**config.mk**
```make
export PLATFORM = sky130hd
export DESIGN_NAME = gpp_port
export DESIGN_NICKNAME = d
export VERILOG_FILES = /design/src/verilog/gpp_pkg.sv /design/src/verilog/gpp_port.sv /design/src/verilog/gpp_sync.sv
export VERILOG_INCLUDE_DIRS = /design/src /design/src/verilog
export SDC_FILE = /design/constraint.sdc
export NUM_CORES = 1
export LEC_CHECK = 0
export BUFFER_PORTS_ARGS = -buffer_cell sky130_fd_sc_hd__buf_2
export CORE_MARGIN = 2
export CORE_UTILIZATION = 57
export DETAILED_ROUTE_END_ITERATION = 12
export HOLD_SLACK_MARGIN = 0.15
export PLACE_DENSITY = 0.83
export SLEW_MARGIN = 20
export SYNTH_ARGS = -nofsm -noshare
export SYNTH_HDL_FRONTEND = slang
export SYNTH_SLANG_ARGS = --single-unit
```
**constraint.sdc**
```tcl
create_clock -name clk_sys -period 2.3 [get_ports clk_sys]
set_clock_uncertainty 0.05 [all_clocks]
set_input_delay 0.23 -clock clk_sys [delete_from_list [all_inputs] [get_ports clk_sys]]
set_output_delay 0.23 -clock clk_sys [all_outputs]
set_load 0.01 [all_outputs]
```
**src/verilog/gpp_consts.svh**
```systemverilog
// Constants of the general-purpose pin port: offsets, fields, reset values and timing.
// Behaviour
// - A pin is general-purpose only while its enable bit is one.
// - Direction bit zero makes the pin an input, one an output.
// - Direction has no effect on a pin whose enable bit is clear.
// - An output pin drives the bit written into the value register.
// - Reading the value register returns the sampled level of input pins.
// - Pin changes raise processor interrupts and DMA events by selectable mode.
// - Direction resets to zero; its upper half reads back zero.
// - Sixteen pins, 15 down to 0, each with enable and direction bit.
// - Map holds value, reserved word, change flags and masks, control, polarity.
`ifndef GPP_CONSTS_SVH
`define GPP_CONSTS_SVH

// Register byte addresses on the configuration bus.
`define GPP_OFF_ENABLE     32'h01b00000
`define GPP_OFF_DIRECTION  32'h01b00004
`define GPP_OFF_VALUE      32'h01b00008
`define GPP_OFF_RESERVED   32'h01b0000c
`define GPP_OFF_RISE_FLAG  32'h01b00010
`define GPP_OFF_RISE_MASK  32'h01b00014
`define GPP_OFF_FALL_FLAG  32'h01b00018
`define GPP_OFF_FALL_MASK  32'h01b0001c
`define GPP_OFF_GLOBAL     32'h01b00020
`define GPP_OFF_POLARITY   32'h01b00024

// Global control field positions.
`define GPP_GC_AND_MODE    0
`define GPP_GC_CPU_EN      1
`define GPP_GC_DMA_EN      2

// Reset values.
`define GPP_RST_ENABLE     16'h0000
`define GPP_RST_DIRECTION  16'h0000
`define GPP_RST_VALUE      16'h0000
`define GPP_RST_FLAGS      16'h0000
`define GPP_RST_MASK       16'h0000
`define GPP_RST_GLOBAL     3'h0
`define GPP_RST_POLARITY   16'h0000

// Timing, in clock periods, that the pin drivers must honour.
`define GPP_EVENT_HOLD_CYC 8
`define GPP_POLL_HOLD_CYC  12

`endif

```
**src/verilog/gpp_pkg.sv**
```systemverilog
// Types shared by the general-purpose pin port.
package gpp_pkg;

    // Configuration bus request.
    typedef struct packed {
        logic        valid;
        logic        write;
        logic [31:0] addr;
        logic [31:0] wdata;
    } gpp_req_s;

    // Configuration bus answer.
    typedef struct packed {
        logic        ready;
        logic [31:0] rdata;
    } gpp_rsp_s;

    // Combination of masked change flags.
    typedef enum logic [0:0] {
        GPP_COMB_ANY = 1'b0,
        GPP_COMB_ALL = 1'b1
    } gpp_comb_e;

endpackage

```
**src/verilog/gpp_port.sv**
```systemverilog
// Sixteen-pin general-purpose port with configuration registers and change events.
`timescale 1ns/100ps
`include "gpp_consts.svh"
module gpp_port #(
    parameter int PINS = 16
) (
    input  wire logic              clk_sys,
    input  wire logic              rstn,
    input  wire gpp_pkg::gpp_req_s cfg_req,
    output gpp_pkg::gpp_rsp_s      cfg_rsp,
    input  wire logic [PINS-1:0]   general_input_pin,
    output logic      [PINS-1:0]   general_output_pin,
    output logic      [PINS-1:0]   general_pin_oe,
    input  wire logic [PINS-1:0]   alt_out,
    input  wire logic [PINS-1:0]   alt_oe,
    output logic                   cpu_event,
    output logic                   dma_event
);

    ////////////////////////////////////////////////////////////////////////////////
    // Declarations.

    logic [PINS-1:0] pin_enable;
    logic [PINS-1:0] pin_direction;
    logic [PINS-1:0] pin_level_value;
    logic [PINS-1:0] rising_change_flags;
    logic [PINS-1:0] rising_change_mask;
    logic [PINS-1:0] falling_change_flags;
    logic [PINS-1:0] falling_change_mask;
    logic [2:0]      port_global_control;
    logic [PINS-1:0] event_polarity_select;
    logic [PINS-1:0] in_level;
    logic [PINS-1:0] in_rise;
    logic [PINS-1:0] in_fall;
    logic [PINS-1:0] is_output;
    logic [PINS-1:0] is_input;
    logic [PINS-1:0] value_read;
    logic [PINS-1:0] masked;
    logic [PINS-1:0] mask_all;
    logic            combined;
    logic            combined_last;
    logic            wr;
    logic            rd_ready;
    logic [31:0]     rd_data;
    logic [31:0]     next_rd_data;

    // Address compare for one register.
    function automatic logic hit(input logic [31:0] addr, input logic [31:0] off);
        hit = (addr[31:2] == off[31:2]);
    endfunction

    // Zero-extend a pin vector to a bus word.
    function automatic logic [31:0] word(input logic [PINS-1:0] v);
        word = {{(32 - PINS){1'b0}}, v};
    endfunction

    ////////////////////////////////////////////////////////////////////////////////
    // Pin roles.

    // Direction only counts on enabled pins.
    assign is_output = pin_enable & pin_direction;
    assign is_input  = pin_enable & ~pin_direction;

    // Inputs are synchronised; drivers hold each level at least eight clocks.
    gpp_sync #(
        .WIDTH (PINS)
    ) u_sync (
        .clk_sys   (clk_sys),
        .rstn      (rstn),
        .pin_async (general_input_pin),
        .polarity  (event_polarity_select),
        .level     (in_level),
        .rise      (in_rise),
        .fall      (in_fall)
    );

    // Pin drivers: enabled pins follow the port, others keep their other function.
    always_ff @(posedge clk_sys) begin
        if (!rstn) begin
            general_output_pin <= '0;
            general_pin_oe     <= '0;
        end else begin
            for (int i = 0; i < PINS; i++) begin
                if (pin_enable[i]) begin
                    general_output_pin[i] <= pin_level_value[i];
                    general_pin_oe[i]     <= pin_direction[i];
                end else begin
                    general_output_pin[i] <= alt_out[i];
                    general_pin_oe[i]     <= alt_oe[i];
                end
            end
        end
    end

    ////////////////////////////////////////////////////////////////////////////////
    // Configuration registers.

    assign wr = cfg_req.valid & cfg_req.write;

    // Enable register.
    always_ff @(posedge clk_sys) begin
        if (!rstn) begin
            pin_enable <= `GPP_RST_ENABLE;
        end else if (wr && hit(cfg_req.addr, `GPP_OFF_ENABLE)) begin
            pin_enable <= cfg_req.wdata[PINS-1:0];
        end
    end

    // Direction register, all inputs after reset.
    always_ff @(posedge clk_sys) begin
        if (!rstn) begin
            pin_direction <= `GPP_RST_DIRECTION;
        end else if (wr && hit(cfg_req.addr, `GPP_OFF_DIRECTION)) begin
            pin_direction <= cfg_req.wdata[PINS-1:0];
        end
    end

    // Value register holds the output levels.
    always_ff @(posedge clk_sys) begin
        if (!rstn) begin
            pin_level_value <= `GPP_RST_VALUE;
        end else if (wr && hit(cfg_req.addr, `GPP_OFF_VALUE)) begin
            pin_level_value <= cfg_req.wdata[PINS-1:0];
        end
    end

    // Masks, polarity and global control.
    always_ff @(posedge clk_sys) begin
        if (!rstn) begin
            rising_change_mask    <= `GPP_RST_MASK;
            falling_change_mask   <= `GPP_RST_MASK;
            event_polarity_select <= `GPP_RST_POLARITY;
            port_global_control   <= `GPP_RST_GLOBAL;
        end else if (wr) begin
            if (hit(cfg_req.addr, `GPP_OFF_RISE_MASK)) begin
                rising_change_mask <= cfg_req.wdata[PINS-1:0];
            end
            if (hit(cfg_req.addr, `GPP_OFF_FALL_MASK)) begin
                falling_change_mask <= cfg_req.wdata[PINS-1:0];
            end
            if (hit(cfg_req.addr, `GPP_OFF_POLARITY)) begin
                event_polarity_select <= cfg_req.wdata[PINS-1:0];
            end
            if (hit(cfg_req.addr, `GPP_OFF_GLOBAL)) begin
                port_global_control <= cfg_req.wdata[2:0];
            end
        end
    end

    // Rising change flags: edges of enabled inputs set, writing one clears, set wins.
    always_ff @(posedge clk_sys) begin
        if (!rstn) begin
            rising_change_flags <= `GPP_RST_FLAGS;
        end else begin
            for (int i = 0; i < PINS; i++) begin
                if (is_input[i] && in_rise[i]) begin
                    rising_change_flags[i] <= 1'b1;
                end else if (wr && hit(cfg_req.addr, `GPP_OFF_RISE_FLAG)
                             && cfg_req.wdata[i]) begin
                    rising_change_flags[i] <= 1'b0;
                end
            end
        end
    end

    // Falling change flags, same discipline.
    always_ff @(posedge clk_sys) begin
        if (!rstn) begin
            falling_change_flags <= `GPP_RST_FLAGS;
        end else begin
            for (int i = 0; i < PINS; i++) begin
                if (is_input[i] && in_fall[i]) begin
                    falling_change_flags[i] <= 1'b1;
                end else if (wr && hit(cfg_req.addr, `GPP_OFF_FALL_FLAG)
                             && cfg_req.wdata[i]) begin
                    falling_change_flags[i] <= 1'b0;
                end
            end
        end
    end

    ////////////////////////////////////////////////////////////////////////////////
    // Event generation.

    // Masked flags combine either as any-of or as all-of.
    assign masked   = (rising_change_flags & rising_change_mask)
                    | (falling_change_flags & falling_change_mask);
    assign mask_all = rising_change_mask | falling_change_mask;

    always_comb begin
        if (port_global_control[`GPP_GC_AND_MODE] == gpp_pkg::GPP_COMB_ALL) begin
            combined = (|mask_all) && ((masked & mask_all) == mask_all);
        end else begin
            combined = |masked;
        end
    end

    // A new combined condition makes one pulse on each enabled event output.
    always_ff @(posedge clk_sys) begin
        if (!rstn) begin
            combined_last <= 1'b0;
            cpu_event     <= 1'b0;
            dma_event     <= 1'b0;
        end else begin
            combined_last <= combined;
            cpu_event     <= combined & ~combined_last
                           & port_global_control[`GPP_GC_CPU_EN];
            dma_event     <= combined & ~combined_last
                           & port_global_control[`GPP_GC_DMA_EN];
        end
    end

    ////////////////////////////////////////////////////////////////////////////////
    // Read path.

    // Inputs read their sampled level; polling drivers hold twelve clocks.
    assign value_read = (is_output & pin_level_value)
                      | (~is_output & in_level);

    // Read multiplexer; unmapped and reserved words read zero.
    always_comb begin
        next_rd_data = 32'h00000000;
        if (hit(cfg_req.addr, `GPP_OFF_ENABLE)) begin
            next_rd_data = word(pin_enable);
        end else if (hit(cfg_req.addr, `GPP_OFF_DIRECTION)) begin
            next_rd_data = word(pin_direction);
        end else if (hit(cfg_req.addr, `GPP_OFF_VALUE)) begin
            next_rd_data = word(value_read);
        end else if (hit(cfg_req.addr, `GPP_OFF_RISE_FLAG)) begin
            next_rd_data = word(rising_change_flags);
        end else if (hit(cfg_req.addr, `GPP_OFF_RISE_MASK)) begin
            next_rd_data = word(rising_change_mask);
        end else if (hit(cfg_req.addr, `GPP_OFF_FALL_FLAG)) begin
            next_rd_data = word(falling_change_flags);
        end else if (hit(cfg_req.addr, `GPP_OFF_FALL_MASK)) begin
            next_rd_data = word(falling_change_mask);
        end else if (hit(cfg_req.addr, `GPP_OFF_GLOBAL)) begin
            next_rd_data = {29'h00000000, port_global_control};
        end else if (hit(cfg_req.addr, `GPP_OFF_POLARITY)) begin
            next_rd_data = word(event_polarity_select);
        end
    end

    // Every request is answered one cycle later with a one-cycle ready.
    always_ff @(posedge clk_sys) begin
        if (!rstn) begin
            rd_ready <= 1'b0;
            rd_data  <= 32'h00000000;
        end else begin
            rd_ready <= cfg_req.valid;
            if (cfg_req.valid && !cfg_req.write) begin
                rd_data <= next_rd_data;
            end
        end
    end

    assign cfg_rsp.ready = rd_ready;
    assign cfg_rsp.rdata = rd_data;

endmodule

```
**src/verilog/gpp_sync.sv**
```systemverilog
// Pin synchroniser with polarity and edge detection.
`timescale 1ns/100ps
module gpp_sync #(
    parameter int WIDTH = 16
) (
    input  wire logic             clk_sys,
    input  wire logic             rstn,
    input  wire logic [WIDTH-1:0] pin_async,
    input  wire logic [WIDTH-1:0] polarity,
    output logic      [WIDTH-1:0] level,
    output logic      [WIDTH-1:0] rise,
    output logic      [WIDTH-1:0] fall
);

    logic [WIDTH-1:0] stage1;
    logic [WIDTH-1:0] stage2;
    logic [WIDTH-1:0] last_pol;
    logic [WIDTH-1:0] pol_level;

    // Two flip-flops bring the pins into the clock domain.
    always_ff @(posedge clk_sys) begin
        if (!rstn) begin
            stage1 <= '0;
            stage2 <= '0;
        end else begin
            stage1 <= pin_async;
            stage2 <= stage1;
        end
    end

    // Polarity turns the active edge into the rising one.
    assign pol_level = stage2 ^ polarity;

    // The previous polarised level serves the edge detector.
    always_ff @(posedge clk_sys) begin
        if (!rstn) begin
            last_pol <= '0;
        end else begin
            last_pol <= pol_level;
        end
    end

    assign level = stage2;
    assign rise  = pol_level & ~last_pol;
    assign fall  = ~pol_level & last_pol;

endmodule

```
==> metrics.txt, run 1 <==
status finished, final reports clean; ys async rst share 0; Worst-Skew Late Latency 0.53 ns; vias per cell 6.09; Pre-Repair DR Iteration Count 6; top_reg_cell synth dfxtp_1; clock-pin slew on the worst setup and hold paths 0.07 ns; Overflow after GRT 0; Final Instance Area 13600 sq um; IO Pins 183; RSZ-0062 raised after global routing no; Multi-input gate area 5750 sq um; Leak Pwr 5.18 nW; final max-slew violation count 0; die width 142 um; Slew @ Worst Pin 0.691 ns; Die Area 20100 sq um; vias in the first global route 10300; pin count of the biggest net entering global routing 69; GRT Total Usage 0.359; Setup Buffers After CTS 0; Starting DRT DRC Count 1020; post-synth top area cell dfxtp_1; post-cts hold buffer count 67; Ys Warns 0; antenna violations before repair 0; Register Area 4620 sq um; number of synthesized flops with an enable pin 0; clock buffer count from CTS 24; Post-synth top cells nand2_1, dfxtp_1, a21boi_0, clkbuf_1; fin worst setup slack 0.269 ns; Via Count 10500; maximum vdd drop 0.548 mV; Worst Setup Path Type reg2reg; Resize count post-CTS 0; final wirelength 36700 um; Routed Antenna Nets 0; Critical Path Start Type flop; DRC errors left 0; max cap viols 0; CP Capture Type flop; Post-Syn Instances 1234; Root Buffer clkbuf_16; Die Y 142 um; routed len/inst 21.2 um; CTS HTree Levels 1; Netlist cell types 59; nets@finish 1593; Final Hold Viols 0; Yosys top cell area share 0.428; clock tree from TritonCTS done; area grow syn2layout 25.8%; critical path peak fanout 5; FF+latch count, synth 231; CTS Buffer Depth 3; period utilization 0.883; fraction of layout cells with a size suffix above 1 0.202; Post-DP Area 12200 sq um; max_slew headroom 0.533; PD cells 628 nW/um^2; Fill cells 1348; Worst EP required 2.70 ns; final setup TNS 0 ns; core area 18600 sq um; Final min period 2.03 ns; Mapped Avg Cell Area 8.76 sq um; top cells by area, synth dfxtp_1, a21boi_0, nand2_1; Fmax 0.492 GHz; setup violators final 0; first-pass GRT wire length 56300 um; RD Place Congestion 0.984; most frequent cell after synthesis nand2_1; number of port buffers 148; Initial Util 0.580; Hold Slack 0.275 ns; DP Worst Slack -0.161 ns; Critical Path AT 2.43 ns; Synth Cell Area 10800 sq um; sequential area share after synthesis 0.428; row count 50; worst hold-check path type in2reg; clk sinks 231; Antenna diodes 0; dpl hpwl 25100 um; Post-Route Utilization 0.729
==> where the power goes <==
part / internal, mW / switching [mW]
combinational: 0.301 / 0.327
clock: 2.16 / 1.65
sequential: 4.07 / 0.0297
total: 6.52 / 2.01
==> area by class of cell <==
cell class,instances,area share
Multi-Input combinational cell,917,0.423
Sequential cell,231,0.340
Timing Repair Buffer,296,0.157
Clock buffer,34,0.0491
Tap cell,234,0.0215
Clock inverter,10,0.00718
Inverter,7,0.00193
==> kinds of logic (layout without fill, tap and decap cells) <==
family / count (synthesis) / in the layout / synth area share
other cells: 1 / 16 / 0.000347
buf+inv: 101 / 347 / 0.0449
compound gates: 338 / 338 / 0.224
mux: 42 / 42 / 0.0404
flops: 231 / 231 / 0.428
simple gates: 505 / 505 / 0.250
xor+xnor: 16 / 16 / 0.0130
==> path summary, 6_finish.rpt <==
check | startpoint | endpoint | slack [ns] | depth (start not counted)
hold / removal | cfg_req[35] | rd_data[1] | 0.28 | 4
hold reg to reg | combined_last | cpu_event | 0.37 | 1
setup reg to reg | falling_change_mask[14] | dma_event | 0.27 | 7
setup / recovery | falling_change_mask[14] | dma_event | 0.27 | 7
==> critical path, cell delays in order (launching register included) <==
cell and delay (ns):
dfxtp_1 0.37, or2_2 0.31, a21boi_0 0.25, o2111ai_1 0.14, nor4_1 0.30, o21ai_0 0.16
buf_4 0.20, nor3b_1 0.18
==> flip-flops by register name (all words and copies together) (netlist names) <==
name,count
event_polarity_select,16
falling_change_flags,16
falling_change_mask,16
general_output_pin,16
general_pin_oe,16
pin_direction,16
pin_enable,16
pin_level_value,16
rd_data,16
rising_change_flags,16
rising_change_mask,16
u_sync.last_pol,16
u_sync.level,16
u_sync.stage1,16
port_global_control,3
combined_last,1
cpu_event,1
dma_event,1
rd_ready,1
==> per-layer routing <==
layer / global-route usage / share of wire / vias to the layer above
met4: 0.212 / 0.060 / 0
met1: 0.439 / 0.38 / 4967
met2: 0.602 / 0.48 / 601
met3: 0.0550 / 0.083 / 142
met5: 0 / 0 / -
li1: - / - / 4816
==> through the flow <==
step                      power, mW  std cells
after floorplan                4.46       1249
after global placement         4.69       1618
after detailed placement       4.70       1618
after CTS                      8.49       1729
after global routing           8.78       1729
final                          8.53       1729
==> layout by cell type, fill, tap and decap left out, types with 5 or more instances in the layout <==
cell type / synthesis / layout
clkbuf_16: 0 / 24
a21oi_1: 29 / 29
clkinv_2: 0 / 5
nor4b_1: 16 / 16
nor4_1: 15 / 15
dlygate4sd3_1: 0 / 67
a22o_1: 8 / 8
o211ai_1: 16 / 16
buf_2: 13 / 147
mux2i_1: 29 / 29
or3_1: 13 / 13
or2_2: 6 / 6
nor2_1: 24 / 24
mux2_2: 13 / 13
a221oi_1: 8 / 8
nand4_1: 8 / 8
nand2_1: 243 / 243
conb_1: 1 / 16
nor4_4: 5 / 5
buf_12: 0 / 9
and2_1: 36 / 36
a21boi_1: 18 / 18
o21ai_0: 40 / 40
nor3_1: 10 / 10
inv_1: 7 / 7
nor2b_1: 40 / 40
a31oi_1: 8 / 8
dfxtp_1: 231 / 231
nand3_1: 24 / 24
xnor2_1: 16 / 16
and4b_1: 15 / 15
buf_4: 20 / 73
a22oi_1: 23 / 23
clkbuf_1: 57 / 7
a21boi_0: 125 / 125
nand2b_1: 26 / 26
o21a_1: 36 / 36
Note: power is estimated with default switching activity, not from simulation.
==> run 2: changes to the inputs <==
REMOVE_ABC_BUFFERS = 1   (was unset)
==> metrics.txt, run 2 (synthesized netlist as in run 1, its figures left out) <==
Placed Cells 1629 (+0.68%); Worst-Skew Late Latency 0.52 ns (about the same); CTS Buffer Depth 3 (unchanged); clock tree from TritonCTS done; routed len/inst 19.8 um (-6.6%); DRC errors left 0 (unchanged); Worst Setup Path Type in2reg; Worst EP required 2.65 ns (-0.05 ns); CP Capture Type flop; core area 18600 sq um (unchanged); Fmax 0.453 GHz (-8.0%); Die Area 20100 sq um (unchanged); Worst Hold Launch cfg_req[64]; clk sinks 231 (unchanged); R2R cell count 6 (-1); Root Buffer clkbuf_16; RSZ-0062 raised after global routing no; antenna violations before repair 1 (+1); most common cell after layout, fill and taps aside nand2_1; Final Hold Viols 0 (unchanged); row count 50 (unchanged); final setup TNS 0 ns (unchanged); max cap viols 0 (unchanged); worst hold-check path type in2reg; Hold Path Sink rd_data[9]; CTS HTree Levels 1 (unchanged); first-pass GRT wire length 53700 um (-4.5%); Starting DRT DRC Count 1031 (+1.1%); most frequent cells in the layout nand2_1, dfxtp_1, buf_2; IO Pins 183 (unchanged); Pre-Repair DR Iteration Count 5 (-1); PD cells 635 nW/um^2 (+1.2%); final wirelength 34500 um (-5.9%); fraction of layout cells with a size suffix above 1 0.211 (+0.00862); status finished, final reports clean; critical path peak fanout 6 (+1); maximum vdd drop 0.633 mV (+16%); vias per cell 5.98 (-1.7%); period utilization 0.960 (+0.0767); Multi-input gate area 5760 sq um (+0.13%); clock buffer count from CTS 24 (unchanged); max_slew headroom 0.483 (-0.0500); Overflow after GRT 0 (unchanged); setup violators final 0 (unchanged); hold path depth 6 (+2); Routed Antenna Nets 0 (unchanged); worst reg2reg setup slack 0.27 ns (about the same); Crit Reg-Reg Endpoint cpu_event; clock-pin slew on the worst setup and hold paths 0.06 ns (about the same); Fill cells 1367 (+1.4%); Hold Slack 0.253 ns (-0.0229 ns); GRT Total Usage 0.338 (-0.0213); area grow syn2layout 27.0%; Final Non-Filler Cells 1741 (+0.69%); number of port buffers 148 (unchanged); final max-slew violation count 0 (unchanged); nets@finish 1604 (+0.69%); pin count of the biggest net entering global routing 118 (+71%); Final min period 2.21 ns (+0.176 ns); Post-DP Area 12200 sq um (+0.40%); worst r2r src falling_change_mask[14]; die width 142 um (unchanged); Critical Path AT 2.56 ns (+0.13 ns); RD Place Congestion 1.04 (+6.1%); Leak Pwr 5.26 nW (+1.6%); Final Instance Area 13700 sq um (+0.92%); dpl hpwl 23800 um (-5.2%); Critical Path Start Type input pin; Post-Route Utilization 0.736 (+0.00671); vias in the first global route 10200 (-0.88%); Die Y 142 um (unchanged); Via Count 10400 (-1.1%); Slew @ Worst Pin 0.776 ns (+0.0847 ns); Initial Util 0.580 (unchanged); Register Area 4620 sq um (unchanged)
[run 2: cell count changes in the layout (fill, tap and decap cells not counted), moves of 2 or more]
cell,change
clkbuf_1,-3
clkinv_2,-4
buf_12,-3
buf_4,+13
diode_2,+2
clkbuf_8,+7
[run 2: how the worst max path moves through the flow]
stage	start	slack (ns)	endpoint
after global placement	cfg_req[43]	-0.07	rd_data[14]
after global routing	cfg_req[65]	0.03	falling_change_flags[4]
after detailed placement	cfg_req[43]	-0.09	rising_change_mask[15]
final	cfg_req[47]	0.09	falling_change_flags[4]
after CTS	cfg_req[43]	0.04	falling_change_flags[4]
after floorplan	cfg_req[43]	-0.33	rising_change_mask[0]
[run 2: per-layer routing]
metal / vias to the layer above / global-route usage / share of wire
met5: - / 0 / 0
met4: 0 / 0.163 / 0.049
met3: 111 / 0.0624 / 0.085
met2: 524 / 0.563 / 0.46
met1: 4926 / 0.424 / 0.40
li1: 4853 / - / -
[run 2: metrics by stage]
stage / total power, mW / setup slack [ns]
6_report: 8.71 / 0.0930
5_1_grt: 8.97 / 0.0310
4_1_cts: 8.73 / 0.0353
3_5_place_dp: 4.68 / -0.0855
3_3_place_gp: 4.67 / -0.0717
2_1_floorplan: 4.38 / -0.333
[run 2: power breakdown]
group	internal, mW	switching [mW]	total (mW)	leakage, nW
Clock	2.42	1.60	4.02	0.407
Combinational	0.294	0.310	0.604	2.98
Sequential	4.07	0.0237	4.09	1.88
Total	6.78	1.93	8.71	5.26
[run 2: final cells by class]
cell class,instances,share of cell area
diodes,2,0.000365
clock buffers,39,0.0567
clock inverters,4,0.00374
inverters,7,0.00192
multi-input cells,917,0.420
flip-flops and latches,231,0.337
well taps,234,0.0213
repair buffers,307,0.159
[run 2: timing repair]
item                                   CTS  global route
gates resized for setup                  0             3
endpoints found under the hold margin  165             0
hold buffers                            67             0
setup endpoints to repair                0             3
setup buffers                            0             0
[run 2: critical path: stages]
cell and delay [ns]:
buf_2 0.11, or4_4 0.64, nor4_4 0.37, and2_4 0.22, buf_4 0.16, a21boi_0 0.09
o21a_1 0.18, dlygate4sd3_1 0.54
==> run 3: changes to the inputs <==
clock period = 2.1 ns   (was 2.3 ns; I/O delays follow)
==> metrics.txt, run 3 (synthesized netlist as in run 1, its figures left out) <==
status finished, final reports clean; vias per cell 6.03 (+0.84%); Initial Util 0.580 (unchanged); Starting DRT DRC Count 940 (-8.8%); delay-heaviest family, CP simple AND/OR/NAND/NOR gates; RSZ-0062 raised after global routing no; max cap viols 0 (unchanged); Final Hold Viols 0 (unchanged); first-pass GRT wire length 56000 um (+4.1%); Die Y 142 um (unchanged); CP Capture Type flop; nets@finish 1629 (+1.6%); Root Buffer clkbuf_16; antenna violations before repair 0 (-1); clock buffer count from CTS 25 (+4.2%); Final Instance Area 13900 sq um (+1.4%); routed len/inst 20.6 um (+3.7%); Overflow after GRT 0 (unchanged); clock tree from TritonCTS done; Overall Power 9.70 mW (+11%); critical path peak fanout 6 (unchanged); die width 142 um (unchanged); Critical Path Max Stage Delay 0.56 ns (-0.08 ns); pin count of the biggest net entering global routing 67 (-43%); Via Count 10700 (+2.3%); final max-slew violation count 0 (unchanged); Post-Route Utilization 0.746 (+0.0105); dpl hpwl 24500 um (+2.9%); clock-pin slew on the worst setup and hold paths 0.06 ns (about the same); worst path cell trace buf_2 > or4_1 > buf_4 > nor4_4 > a2bb2oi_1 > a2111oi_0 > buf_4 > a211oi_1 > a21oi_1; Routed Antenna Nets 0 (unchanged); most common cell after layout, fill and taps aside nand2_1; Worst-Skew Late Latency 0.53 ns (about the same); fraction of layout cells with a size suffix above 1 0.221 (+0.0108); IO Pins 183 (unchanged); Die Area 20100 sq um (unchanged); max_slew headroom 0.501 (+0.0188); row count 50 (unchanged); worst hold-check path type in2reg; period utilization 0.922; Setup Buffers After CTS 0 (unchanged); RD Place Congestion 1.05 (+0.32%); CTS Buffer Depth 3 (unchanged); most used cell, CP buf_4; final wirelength 36300 um (+5.2%); GRT Total Usage 0.355 (+0.0166); fin worst setup slack 0.163 ns (+0.0700 ns); clk sinks 231 (unchanged); most frequent cells in the layout nand2_1, dfxtp_1, buf_2; DRC errors left 0 (unchanged); DP Worst Slack -0.403 ns (-0.317 ns); Slew @ Worst Pin 0.748 ns (-0.0282 ns); area grow syn2layout 28.8%; maximum vdd drop 0.727 mV (+15%); Post-DP Area 12400 sq um (+1.3%); Final min period 1.94 ns; PD cells 697 nW/um^2 (+9.8%); Crit-path slowest cell a2111oi_0; WP buf/inv 3 (unchanged); Fmax 0.516 GHz; Worst EP required 2.51 ns (-0.14 ns); Pre-Repair DR Iteration Count 5 (unchanged); Fill cells 1362 (-0.37%); Critical Path AT 2.35 ns (-0.21 ns); Worst Setup Path Type in2reg; core area 18600 sq um (unchanged); vias in the first global route 10300 (+1.2%); Critical Path Start Type input pin; Placed Cells 1650 (+1.3%); Leak Pwr 5.38 nW (+2.3%); CTS HTree Levels 1 (unchanged); number of port buffers 148 (unchanged); Hold Slack 0.280 ns (+0.0275 ns); final setup TNS 0 ns (unchanged); setup violators final 0 (unchanged); Final Non-Filler Cells 1766 (+1.4%)
## run 3: path summary, 6_finish.rpt
check             slack, ns  cells after the start               to                    from
setup / recovery       0.16                      9      rd_data[14]             cfg_req[43]
hold / removal         0.28                      5      rd_data[15]             cfg_req[35]
setup reg to reg       0.17                      7        cpu_event  falling_change_mask[1]
hold reg to reg        0.38                      1  u_sync.level[5]        u_sync.stage1[5]
## run 3: final cells by class
class                      instances  area, sq um  share of cell area
multi-input combinational        917         5760               0.414
tap                              234          293              0.0210
antenna                            1         2.50            0.000180
clock inverter                    12          148              0.0106
inverter                           7         26.3             0.00189
timing repair buffer             331         2370               0.170
clock buffer                      33          696              0.0500
sequential                       231         4620               0.332
## run 3: routing by layer
layer,share of wire,track usage,vias up
met5,0,0,-
met4,0.045,0.153,0
met3,0.087,0.0553,100
met2,0.46,0.581,590
met1,0.41,0.466,5057
li1,-,-,4905
## run 3: tightest hold or removal path, cell delays in order
cell     delay, ns
buf_2         0.15
buf_4         0.20
o21ai_0       0.09
a21oi_1       0.07
o22ai_1       0.09
## run 3: repair_timing
| action | 4_1_cts | 5_1_grt |
|---|---|---|
| hold endpoints to repair | 183 | 0 |
| setup endpoints to repair | 0 | 2 |
| hold buffers | 70 | 0 |
| resized for setup | 0 | 2 |
## run 3: power breakdown
part / switching [mW] / internal (mW) / total (mW)
Sequential: 0.0270 / 4.46 / 4.48
Combinational: 0.351 / 0.336 / 0.687
Clock: 1.83 / 2.70 / 4.53
